## src/hw/flash_cmd_pkg.sv

```systemverilog
// Package: command codes, unlock addresses and bus timing for the flash host
package flash_cmd_pkg;
  localparam int ADDR_W = 20;
  localparam int DATA_W = 16;
  localparam int CLK_MHZ = 50;
  // Unlock addresses (word mode)
  localparam logic [ADDR_W-1:0] UNLOCK_ADDR1 = 20'h00555;
  localparam logic [ADDR_W-1:0] UNLOCK_ADDR2 = 20'h002aa;
  localparam logic [ADDR_W-1:0] DONT_CARE_ADDR = 20'h00000;
  // Data codes
  localparam logic [DATA_W-1:0] UNLOCK_DATA1 = 16'h00aa;
  localparam logic [DATA_W-1:0] UNLOCK_DATA2 = 16'h0055;
  localparam logic [DATA_W-1:0] CMD_PROGRAM = 16'h00a0;
  localparam logic [DATA_W-1:0] CMD_BYPASS_ENTER = 16'h0020;
  localparam logic [DATA_W-1:0] CMD_BYPASS_EXIT1 = 16'h0090;
  localparam logic [DATA_W-1:0] CMD_RESET = 16'h00f0;
  localparam logic [DATA_W-1:0] CMD_ERASE_SETUP = 16'h0080;
  localparam logic [DATA_W-1:0] CMD_CHIP_ERASE = 16'h0010;
  localparam logic [DATA_W-1:0] CMD_SECTOR_ERASE = 16'h0030;
  localparam logic [DATA_W-1:0] CMD_REGION_ENTER = 16'h0088;
  localparam logic [DATA_W-1:0] CMD_REGION_EXIT = 16'h0090;
  localparam logic [DATA_W-1:0] CMD_REGION_EXIT4 = 16'h0000;
  // Serial-number region size in bytes
  localparam int SERIAL_BYTES = 16;
  // Sector erase window, ns; host keeps gaps below it with margin
  localparam int ERASE_WINDOW_NS = 50000;
  localparam int ERASE_WINDOW_CYC = ERASE_WINDOW_NS * CLK_MHZ / 1000;
  // Host limits extra sector gaps to half the window
  localparam int ERASE_GAP_CYC = ERASE_WINDOW_CYC / 2;
  // Write strobe phase lengths in clock cycles
  localparam int SETUP_CYC = 2;
  localparam int PULSE_CYC = 3;
  localparam int HOLD_CYC = 2;
  localparam int PHASE_W = 3;
  // Host operation codes on op_i
  typedef enum logic [2:0] {
    OP_PROGRAM, OP_BYPASS_ENTER, OP_BYPASS_PROGRAM, OP_BYPASS_EXIT,
    OP_CHIP_ERASE, OP_SECTOR_ERASE, OP_REGION_ENTER, OP_REGION_EXIT
  } op_t;
endpackage

```

## src/hw/flash_bus_write.sv

```systemverilog
// One bus write cycle: chip select and write strobe with set-up and hold
`timescale 1ns/1ns
`default_nettype none
module flash_bus_write (
  input wire logic clock_i,
  input wire logic sys_rst_i,
  input wire logic ce_i,
  input wire logic start_i,
  input wire logic [flash_cmd_pkg::ADDR_W-1:0] addr_i,
  input wire logic [flash_cmd_pkg::DATA_W-1:0] data_i,
  output logic busy_o,
  output logic done_o,
  output logic chip_sel_n_o,
  output logic write_n_o,
  output logic [flash_cmd_pkg::ADDR_W-1:0] addr_o,
  output logic [flash_cmd_pkg::DATA_W-1:0] data_o,
  output logic data_oe_o
);
  import flash_cmd_pkg::*;
  typedef enum {W_IDLE, W_SETUP, W_PULSE, W_HOLD} wstate_t;
  wstate_t state_reg;
  logic [PHASE_W-1:0] cnt_reg;

  // Phase sequencer; address set before the falling strobe, data held past rise
  always_ff @(posedge clock_i) begin
    if (sys_rst_i) begin
      state_reg <= W_IDLE;
      cnt_reg <= '0;
      chip_sel_n_o <= 1'b1;
      write_n_o <= 1'b1;
      addr_o <= '0;
      data_o <= '0;
      data_oe_o <= 1'b0;
      done_o <= 1'b0;
    end else if (ce_i) begin
      done_o <= 1'b0;
      case (state_reg)
        W_IDLE: begin
          if (start_i) begin
            addr_o <= addr_i;
            data_o <= data_i;
            data_oe_o <= 1'b1;
            chip_sel_n_o <= 1'b0;
            cnt_reg <= PHASE_W'(SETUP_CYC - 1);
            state_reg <= W_SETUP;
          end
        end
        W_SETUP: begin
          if (cnt_reg == '0) begin
            write_n_o <= 1'b0;
            cnt_reg <= PHASE_W'(PULSE_CYC - 1);
            state_reg <= W_PULSE;
          end else begin
            cnt_reg <= cnt_reg - 1'b1;
          end
        end
        W_PULSE: begin
          if (cnt_reg == '0) begin
            write_n_o <= 1'b1;
            cnt_reg <= PHASE_W'(HOLD_CYC - 1);
            state_reg <= W_HOLD;
          end else begin
            cnt_reg <= cnt_reg - 1'b1;
          end
        end
        W_HOLD: begin
          if (cnt_reg == '0) begin
            chip_sel_n_o <= 1'b1;
            data_oe_o <= 1'b0;
            done_o <= 1'b1;
            state_reg <= W_IDLE;
          end else begin
            cnt_reg <= cnt_reg - 1'b1;
          end
        end
        default: state_reg <= W_IDLE;
      endcase
    end
  end

  assign busy_o = (state_reg != W_IDLE);
endmodule
`default_nettype wire

```

## src/hw/flash_cmd_host.sv

```systemverilog
// Host-side command sequencer driving a parallel NOR flash over its pins
`timescale 1ns/1ns
`default_nettype none
module flash_cmd_host (
  input wire logic clock_i,
  input wire logic sys_rst_i,
  input wire logic ce_i,
  input wire logic req_valid_i,
  output logic req_ready_o,
  input wire logic [2:0] op_i,
  input wire logic [flash_cmd_pkg::ADDR_W-1:0] addr_i,
  input wire logic [flash_cmd_pkg::DATA_W-1:0] data_i,
  input wire logic [flash_cmd_pkg::DATA_W-1:0] old_data_i,
  input wire logic byte_mode_i,
  input wire logic more_sector_i,
  output logic done_o,
  output logic error_o,
  output logic bypass_mode_o,
  output logic region_mode_o,
  output logic width_word_o,
  input wire logic ready_busy_n,
  output logic chip_sel_n_o,
  output logic write_n_o,
  output logic [flash_cmd_pkg::ADDR_W-1:0] flash_addr_o,
  output logic [flash_cmd_pkg::DATA_W-1:0] flash_data_o,
  output logic flash_data_oe_o
);
  import flash_cmd_pkg::*;

  typedef enum {S_IDLE, S_SEND, S_WAIT, S_WINDOW, S_BUSY} state_t;
  state_t state_reg;
  logic [2:0] op_reg;
  logic [2:0] step_reg;
  logic [2:0] last_step;
  logic [ADDR_W-1:0] addr_reg;
  logic [DATA_W-1:0] data_reg;
  logic [15:0] timer_reg;
  logic [ADDR_W-1:0] wr_addr;
  logic [DATA_W-1:0] wr_data;
  logic wr_start, wr_busy, wr_done;
  logic bad_req;
  logic expect_busy;

  // Legal requests depend on the current mode
  always_comb begin
    bad_req = 1'b0;
    if (bypass_mode_o) begin
      bad_req = !(op_i == OP_BYPASS_PROGRAM || op_i == OP_BYPASS_EXIT);
    end else begin
      if (op_i == OP_BYPASS_PROGRAM || op_i == OP_BYPASS_EXIT) begin
        bad_req = 1'b1;
      end
      if (op_i == OP_BYPASS_ENTER && region_mode_o) begin
        bad_req = 1'b1;
      end
    end
    if ((op_i == OP_PROGRAM || op_i == OP_BYPASS_PROGRAM) &&
        ((~old_data_i & data_i) != '0)) begin
      bad_req = 1'b1;
    end
  end

  // Number of writes per operation, less one
  always_comb begin
    case (op_t'(op_reg))
      OP_PROGRAM: last_step = 3'd3;
      OP_BYPASS_ENTER: last_step = 3'd2;
      OP_BYPASS_PROGRAM: last_step = 3'd1;
      OP_BYPASS_EXIT: last_step = 3'd1;
      OP_CHIP_ERASE: last_step = 3'd5;
      OP_SECTOR_ERASE: last_step = 3'd5;
      OP_REGION_ENTER: last_step = 3'd2;
      OP_REGION_EXIT: last_step = 3'd3;
      default: last_step = 3'd0;
    endcase
  end

  // Address and data of the current write, exact codes only
  always_comb begin
    wr_addr = UNLOCK_ADDR1;
    wr_data = UNLOCK_DATA1;
    if (step_reg == 3'd1 || step_reg == 3'd4) begin
      wr_addr = UNLOCK_ADDR2;
      wr_data = UNLOCK_DATA2;
    end
    case (op_t'(op_reg))
      OP_PROGRAM: begin
        if (step_reg == 3'd2) wr_data = CMD_PROGRAM;
        if (step_reg == 3'd3) begin
          wr_addr = addr_reg;
          wr_data = data_reg;
        end
      end
      OP_BYPASS_ENTER: if (step_reg == 3'd2) wr_data = CMD_BYPASS_ENTER;
      OP_BYPASS_PROGRAM: begin
        wr_addr = (step_reg == 3'd0) ? DONT_CARE_ADDR : addr_reg;
        wr_data = (step_reg == 3'd0) ? CMD_PROGRAM : data_reg;
      end
      OP_BYPASS_EXIT: begin
        wr_addr = DONT_CARE_ADDR;
        wr_data = (step_reg == 3'd0) ? CMD_BYPASS_EXIT1 : CMD_RESET;
      end
      OP_CHIP_ERASE: begin
        if (step_reg == 3'd2) wr_data = CMD_ERASE_SETUP;
        if (step_reg == 3'd5) wr_data = CMD_CHIP_ERASE;
      end
      OP_SECTOR_ERASE: begin
        if (step_reg == 3'd2) wr_data = CMD_ERASE_SETUP;
        if (step_reg == 3'd5) begin
          wr_addr = addr_reg;
          wr_data = CMD_SECTOR_ERASE;
        end
      end
      OP_REGION_ENTER: if (step_reg == 3'd2) wr_data = CMD_REGION_ENTER;
      OP_REGION_EXIT: begin
        if (step_reg == 3'd2) wr_data = CMD_REGION_EXIT;
        if (step_reg == 3'd3) begin
          wr_addr = DONT_CARE_ADDR;
          wr_data = CMD_REGION_EXIT4;
        end
      end
      default: wr_data = UNLOCK_DATA1;
    endcase
  end

  // Program and chip erase ops start an embedded algorithm; sector erase first runs its window
  assign expect_busy = (op_reg == OP_PROGRAM) ||
                       (op_reg == OP_BYPASS_PROGRAM) ||
                       (op_reg == OP_CHIP_ERASE);

  assign wr_start = (state_reg == S_SEND) && !wr_busy;
  // New requests only while idle and device ready
  assign req_ready_o = (state_reg == S_IDLE) && ready_busy_n;
  assign width_word_o = !byte_mode_i;

  // Main sequencer
  always_ff @(posedge clock_i) begin
    if (sys_rst_i) begin
      state_reg <= S_IDLE;
      op_reg <= 3'd0;
      step_reg <= 3'd0;
      addr_reg <= '0;
      data_reg <= '0;
      timer_reg <= '0;
      done_o <= 1'b0;
      error_o <= 1'b0;
    end else if (ce_i) begin
      done_o <= 1'b0;
      error_o <= 1'b0;
      case (state_reg)
        S_IDLE: begin
          if (req_valid_i && req_ready_o) begin
            if (bad_req) begin
              error_o <= 1'b1;
              done_o <= 1'b1;
            end else begin
              op_reg <= op_i;
              addr_reg <= addr_i;
              data_reg <= data_i;
              step_reg <= 3'd0;
              state_reg <= S_SEND;
            end
          end
        end
        S_SEND: if (wr_start) state_reg <= S_WAIT;
        S_WAIT: begin
          if (wr_done) begin
            if (step_reg == last_step) begin
              timer_reg <= '0;
              if (op_reg == OP_SECTOR_ERASE) begin
                state_reg <= S_WINDOW;
              end else if (expect_busy) begin
                state_reg <= S_BUSY;
              end else begin
                done_o <= 1'b1;
                state_reg <= S_IDLE;
              end
            end else begin
              step_reg <= step_reg + 3'd1;
              state_reg <= S_SEND;
            end
          end
        end
        S_WINDOW: begin
          timer_reg <= timer_reg + 16'd1;
          if (more_sector_i && timer_reg < 16'(ERASE_GAP_CYC)) begin
            addr_reg <= addr_i;
            step_reg <= 3'd5;
            state_reg <= S_SEND;
          end else if (timer_reg >= 16'(ERASE_WINDOW_CYC)) begin
            timer_reg <= '0;
            state_reg <= S_BUSY;
          end
        end
        S_BUSY: begin
          // Settle a few cycles so busy has time to assert
          if (timer_reg < 16'(SETUP_CYC + HOLD_CYC)) begin
            timer_reg <= timer_reg + 16'd1;
          end else if (ready_busy_n) begin
            done_o <= 1'b1;
            state_reg <= S_IDLE;
          end
        end
        default: state_reg <= S_IDLE;
      endcase
    end
  end

  // Mode tracking for bypass and serial-number region
  always_ff @(posedge clock_i) begin
    if (sys_rst_i) begin
      bypass_mode_o <= 1'b0;
      region_mode_o <= 1'b0;
    end else if (ce_i && state_reg == S_WAIT && wr_done &&
                 step_reg == last_step) begin
      if (op_reg == OP_BYPASS_ENTER) bypass_mode_o <= 1'b1;
      if (op_reg == OP_BYPASS_EXIT) bypass_mode_o <= 1'b0;
      if (op_reg == OP_REGION_ENTER) region_mode_o <= 1'b1;
      if (op_reg == OP_REGION_EXIT) region_mode_o <= 1'b0;
    end
  end

  flash_bus_write u_write (
    .clock_i(clock_i),
    .sys_rst_i(sys_rst_i),
    .ce_i(ce_i),
    .start_i(wr_start),
    .addr_i(wr_addr),
    .data_i(wr_data),
    .busy_o(wr_busy),
    .done_o(wr_done),
    .chip_sel_n_o(chip_sel_n_o),
    .write_n_o(write_n_o),
    .addr_o(flash_addr_o),
    .data_o(flash_data_o),
    .data_oe_o(flash_data_oe_o)
  );
endmodule
`default_nettype wire

```

## config.mk

```make
export PLATFORM = sky130hd
export DESIGN_NAME = flash_cmd_host
export DESIGN_NICKNAME = d
export VERILOG_FILES = /design/src/hw/flash_cmd_pkg.sv /design/src/hw/flash_bus_write.sv /design/src/hw/flash_cmd_host.sv
export SDC_FILE = /design/constraint.sdc
export NUM_CORES = 1
export LEC_CHECK = 0
export ABC_CLOCK_PERIOD_IN_PS = 2700
export BUFFER_PORTS_ARGS = -buffer_cell sky130_fd_sc_hd__buf_4
export CAP_MARGIN = 20
export CORE_ASPECT_RATIO = 1.2
export CORE_MARGIN = 2
export CORE_UTILIZATION = 56
export CTS_BUF_LIST = sky130_fd_sc_hd__clkbuf_16
export DETAILED_ROUTE_END_ITERATION = 10
export PLACE_DENSITY = 0.8
export REMOVE_ABC_BUFFERS = 1
export SYNTH_ARGS = -nofsm -noshare
export SYNTH_HDL_FRONTEND = slang
export SYNTH_SLANG_ARGS = --single-unit
```

## constraint.sdc

```tcl
create_clock -name clock_i -period 2.7 [get_ports clock_i]
set_input_delay 0.405 -clock clock_i [delete_from_list [all_inputs] [get_ports clock_i]]
set_output_delay 0.405 -clock clock_i [all_outputs]
set_load 0.005 [all_outputs]
```

---- Word level (Yosys, flattened, before mapping) ----
Memory sizes are Yosys's and may differ from the RTL's. A register that Yosys moved wholly into a read port is not among the register bits.
Cells that the tools add are included.
word-level totals
  memory bits (read-only) ................. 24
  input port bits ......................... 62
  logic and storage cells ................. 201
  memories ................................ 1
  register bits ........................... 169
  output and inout port bits .............. 45
memories
  name             depth  bits a word  read ports  clocked after memory_dff  wr ports  line                  RTL
  (no name shown)  8      3            1           1                         0         flash_cmd_host.sv:65  case (op_t'(op_reg))
operators by class
  multiplexer cells ....................... 86
  reduce and logical (&&, ||, !) cells .... 46
  eq/ne operators ......................... 41
  magnitude comparators ................... 3
  bitwise operators ....................... 3
  add/subtract/negate cells ............... 3
operators with widths
  kind                                                                  number
  two-way mux 32 bit                                                    13
  two-way mux 16 bit                                                    15
  == test 32 x 2 -> 1 bit (second input constant)                       5
  case mux 32 bit (5 select lines)                                      1
  two-way mux 20 bit                                                    7
  case mux 16 bit (8 select lines)                                      1
  case mux 32 bit (4 select lines)                                      1
  case mux 20 bit (5 select lines)                                      1
  logical NOT 32 bit                                                    3
  == test 32 x 1 -> 1 bit (second input constant)                       2
  == test 32 x 3 -> 1 bit (second input constant)                       2
  case mux 16 bit (3 select lines)                                      1
  case mux 20 bit (2 select lines)                                      1
  two-way mux 3 bit                                                     13
  nonzero test 32 bit                                                   1
  two-way mux 1 bit                                                     23
  == test 3 x 2 -> 1 bit (second input constant)                        6
  == test 3 bit (second input constant)                                 6
  inequality test 2 bit (second input constant)                         9
  adder 16 x 1 -> 16 bit (second input constant)                        1
  bitwise AND 16 bit                                                    1
  greater-or-equal comparator 16 x 12 -> 1 bit (second input constant)  1
  < comparator 16 x 11 -> 1 bit (second input constant)                 1
  < comparator 16 x 3 -> 1 bit (second input constant)                  1
  29 further kinds                                                      66

---- Depth between registers and ports, before layout ----
  word-level depth ........................ 10
  depth in mapped cells ................... 10
  depth with buffers taken out ............ 8

---- Hierarchy ----
A second synthesis with hierarchy kept.
unflattened totals
  cell total of the unflattened synthesis .. 775
  area, all modules ....................... 6,019.5 µm²
by module, submodules not included
  module           cells an instance  area an instance (µm²)  sequential area each (µm²)  times used
  flash_cmd_host   544                4,149.0                 1,361.3                     1
  flash_bus_write  231                1,870.5                 900.9                       1

---- Least setup slack after synthesis ----
Ideal clock, no wire load.
  path type ............................... reg-to-reg
  from .................................... register step_reg[2]
  to ...................................... register u_write.addr_o[11] in the netlist's numbering
  data required time ...................... 2,634 ps
  stages on the path, launching flop included .. 11
  data arrival time ....................... 2,256 ps
  setup slack ............................. 378 ps
  path through ............................ dfxtp_1 > buf_2 > clkbuf_1 > inv_1 > ha_1 > nor2_1 > a2111oi_2 > a31o_2 > nor3b_2 > a22oi_1 > nor2_1
between the ends
  word-level cells in the longest chain between the ends .. 3
  elaborated cells on any way between the ends .. 7
RTL lines
  item                                         line                                                               RTL
  start: declaration                           flash_cmd_host.sv:33                                               logic [2:0] step_reg;
  start signal: assignment                     flash_cmd_host.sv:179                                              step_reg <= step_reg + 3'd1;
  == test 3 bit, or another cell as far along  flash_cmd_host.sv:109                                              if (step_reg == 3'd5) begin
  two-way mux 20 bit (on tied branches)        flash_cmd_host.sv:109, flash_cmd_host.sv:89, flash_cmd_host.sv:96
  case mux 20 bit (5 select lines) *           flash_cmd_host.sv:86                                               case (op_t'(op_reg))
  end signal: assignment                       flash_bus_write.sv:40                                              addr_o <= addr_i;
  end: declaration                             flash_bus_write.sv:15                                              output logic [flash_cmd_pkg::ADDR_W-1:0] addr_o,
Every way passes the cells marked *; elsewhere a longest branch is shown, timed or not.
A chain may end at the register's enable or synchronous reset.

---- Worst setup path after layout ----
  from .................................... register step_reg[0]
  to ...................................... register u_write.addr_o[19] in the netlist's numbering
Same word-level chain as after synthesis.

==> results.md <==
* Status: finished, final reports clean
* Sequential-to-total area share from yosys stat at 0.376
* Tot GR Track Use at 0.265
* CTS buffer count at 17
* Crit path arrival time at around 2900 ps
* Worst setup skew after layout at 7.39 ps
* N_diodes at 0
* DRC at 0
* Num ports at ~110
* Htree depth at 4
* Unrepaired setup endpoints after global routing: false
* Max Slew Vio Count at 0
* Die area at 11600 um^2
* Critical-path maximum fanout at 14
* Final hold violations at 0
* Fillers at 811
* Post_cts resized at 0
* Worst path required time at between 3000 and 4000 ps
* Hold_buf cts at 0
* Min Tclk post-route at about 2500 ps
* Post-synth cell types at just over 70
* Post-synth EDFFs at 0
* # nets final at 880
* Clock Latency Late Sink at just over 400 ps
* Pwr Density at 576 nW/um^2
* Worst setup path category: reg2reg
* Worst Hold Slack at about 240 ps
* Die Y at ~120 um
* GR Overflow Total at 0
* Port Buffer Count at ~110
* Via count at about 5500
* Clock Pin Slew Worst Setup and Hold Paths at around 50 ps
* Least-Margin Pin Slew at approximately 780 ps
* Row count at between 40 and 50
* Ys async rst share at 0
* CP startpoint kind: flip-flop
* Routed WL at around 15000 um
* Mapped Cells at roughly 710
* Largest net degree at the start of global routing at 84
* Worst R2R Setup Slack at 190 ps
* Antenna violations before repair at 0
* Core area at 10500 um^2
* CTS Root Cell: clkbuf_16
* Crit end category: flip-flop
* Worst rel slew slack at 0.471
* TritonCTS clock tree: yes
* Area Overhead vs Synth at 25.7%
* Synthesis Warnings at 0
* Starting DRC count in detailed routing at around 320
* Antenna-violating nets left at 0
* Cell taking the most area after synthesis: dfxtp_1
* Layout cell share with drive strength beyond 1 at 0.221
* Clock sinks at between 100 and 150
* Synthesized area at roughly 6000 um^2
* Commonest non-fill, non-tap cell in the layout: buf_4
* GPL Wtd Cong at between 0.9 and 1
* FF+latch count, synth at between 100 and 150
* Fmax at about 400 MHz
* Vias per inst at slightly below 6
* Synth top area cells: dfxtp_1 38%, mux2i_1 7.7%, nand2b_1 6.9%
* Lkg Pwr at a little over 3 nW
* Final setup vio count at 0
* Commonest non-fill, non-tap cells in the layout: 124 x buf_4, 113 x dfxtp_1, 83 x nor2_1
* Max-cap violation count at 0
* Detail Placement HPWL at 10900 um
* Period Utilization, post-route at 0.929
* Die W at approximately 100 um
* Syn_area_per_cell at around 8.5 um^2
* VDD IR max at roughly 0.44 mV
* Initial core utilization at 0.575
* Primary FF master, synth: dfxtp_1
* Max Buffers Root-to-Sink at 2
* First-pass DRT Iterations at 6
* Vias in the first global route at around 5500
* HP Class: in2reg
* Post-CTS Setup Inserts at 0
* Final TNS setup at 0 ps
* Routed wire length per instance at 16.0 um
* Top-area cell type share of the netlist area at 0.376
* First-pass GRT wire length at around 25000 um
[layout make-up]
type / instances / area (um^2) / share of cell area
Tap cell: 129 / 161 / 0.0214
Clock inverter: 15 / 169 / 0.0223
Sequential cell: 113 / 2260 / 0.299
Timing Repair Buffer: 126 / 971 / 0.128
Inverter: 23 / 86.3 / 0.0114
Multi-Input combinational cell: 524 / 3480 / 0.461
Clock buffer: 17 / 425 / 0.0563
[where the power goes]
part	internal [W]	total [W]	leakage (nW)	switching, W
sequential	0.00170	0.00173	0.913	0.0000278
combinational	0.000191	0.000389	1.87	0.000199
clock	0.00144	0.00224	0.294	0.000797
total	0.00333	0.00436	3.08	0.00102
[routing by layer]
metal / vias to the layer above / track usage / part of all wire
li1: 2715 / - / -
met1: 2581 / 0.312 / 0.41
met2: 188 / 0.465 / 0.52
met3: 42 / 0.0600 / 0.051
met4: 0 / 0.0993 / 0.024
met5: - / 0 / 0
[final timing paths]
check                     start            endpoint  depth (start not counted)
hold reg to reg   timer_reg[15]       timer_reg[15]                          2
setup / recovery    step_reg[0]  u_write.addr_o[19]                          9
hold / removal        data_i[7]         data_reg[7]                          3
setup reg to reg    step_reg[0]  u_write.addr_o[19]                          9
[cell families after synthesis]
logic type	Yosys count	synth area share
xor gates and xnor gates	11	0.0160
and+or+nand+nor	274	0.247
buffers and inverters	68	0.0466
muxes	48	0.0803
DFF	113	0.376
adders and majority gates	13	0.0271
AOI/OAI and AO/OA	178	0.207
[synthesized netlist by cell type (6+ instances only)]
cell       number
a311oi_1        6
a22oi_1        18
ha_1           13
nor3_1         16
inv_1          23
clkbuf_1       38
a21oi_1        38
o21a_1         11
mux2i_1        46
xor2_1          6
nor2_1         83
o2111ai_1       8
o21ai_0        34
a211oi_1       10
nand2b_1       66
nor2b_1        10
nand3_1        14
and3_1          7
dfxtp_1       113
nand2_1        36
[critical path, stage by stage (launching register included)]
cell and delay (ps):
dfxtp_1 430, ha_1 190, ha_1 430, nor2_1 150, a2111oi_2 410, a31o_2 240
nor3b_2 190, buf_4 190, a22oi_1 80, nor2_1 110
[through the flow]
step,area [um^2],worst slack [ps],util,total power (W),cells
3_5_place_dp,6970,215,0.666,0.00215,915
2_1_floorplan,5820,-515,-,0.00196,660
5_1_grt,7560,14.5,0.722,0.00451,947
3_3_place_gp,6970,316,0.666,0.00214,915
4_1_cts,7560,212,0.722,0.00437,947
6_report,7560,191,0.722,0.00436,947
Note: power is estimated with default switching activity, not from simulation.
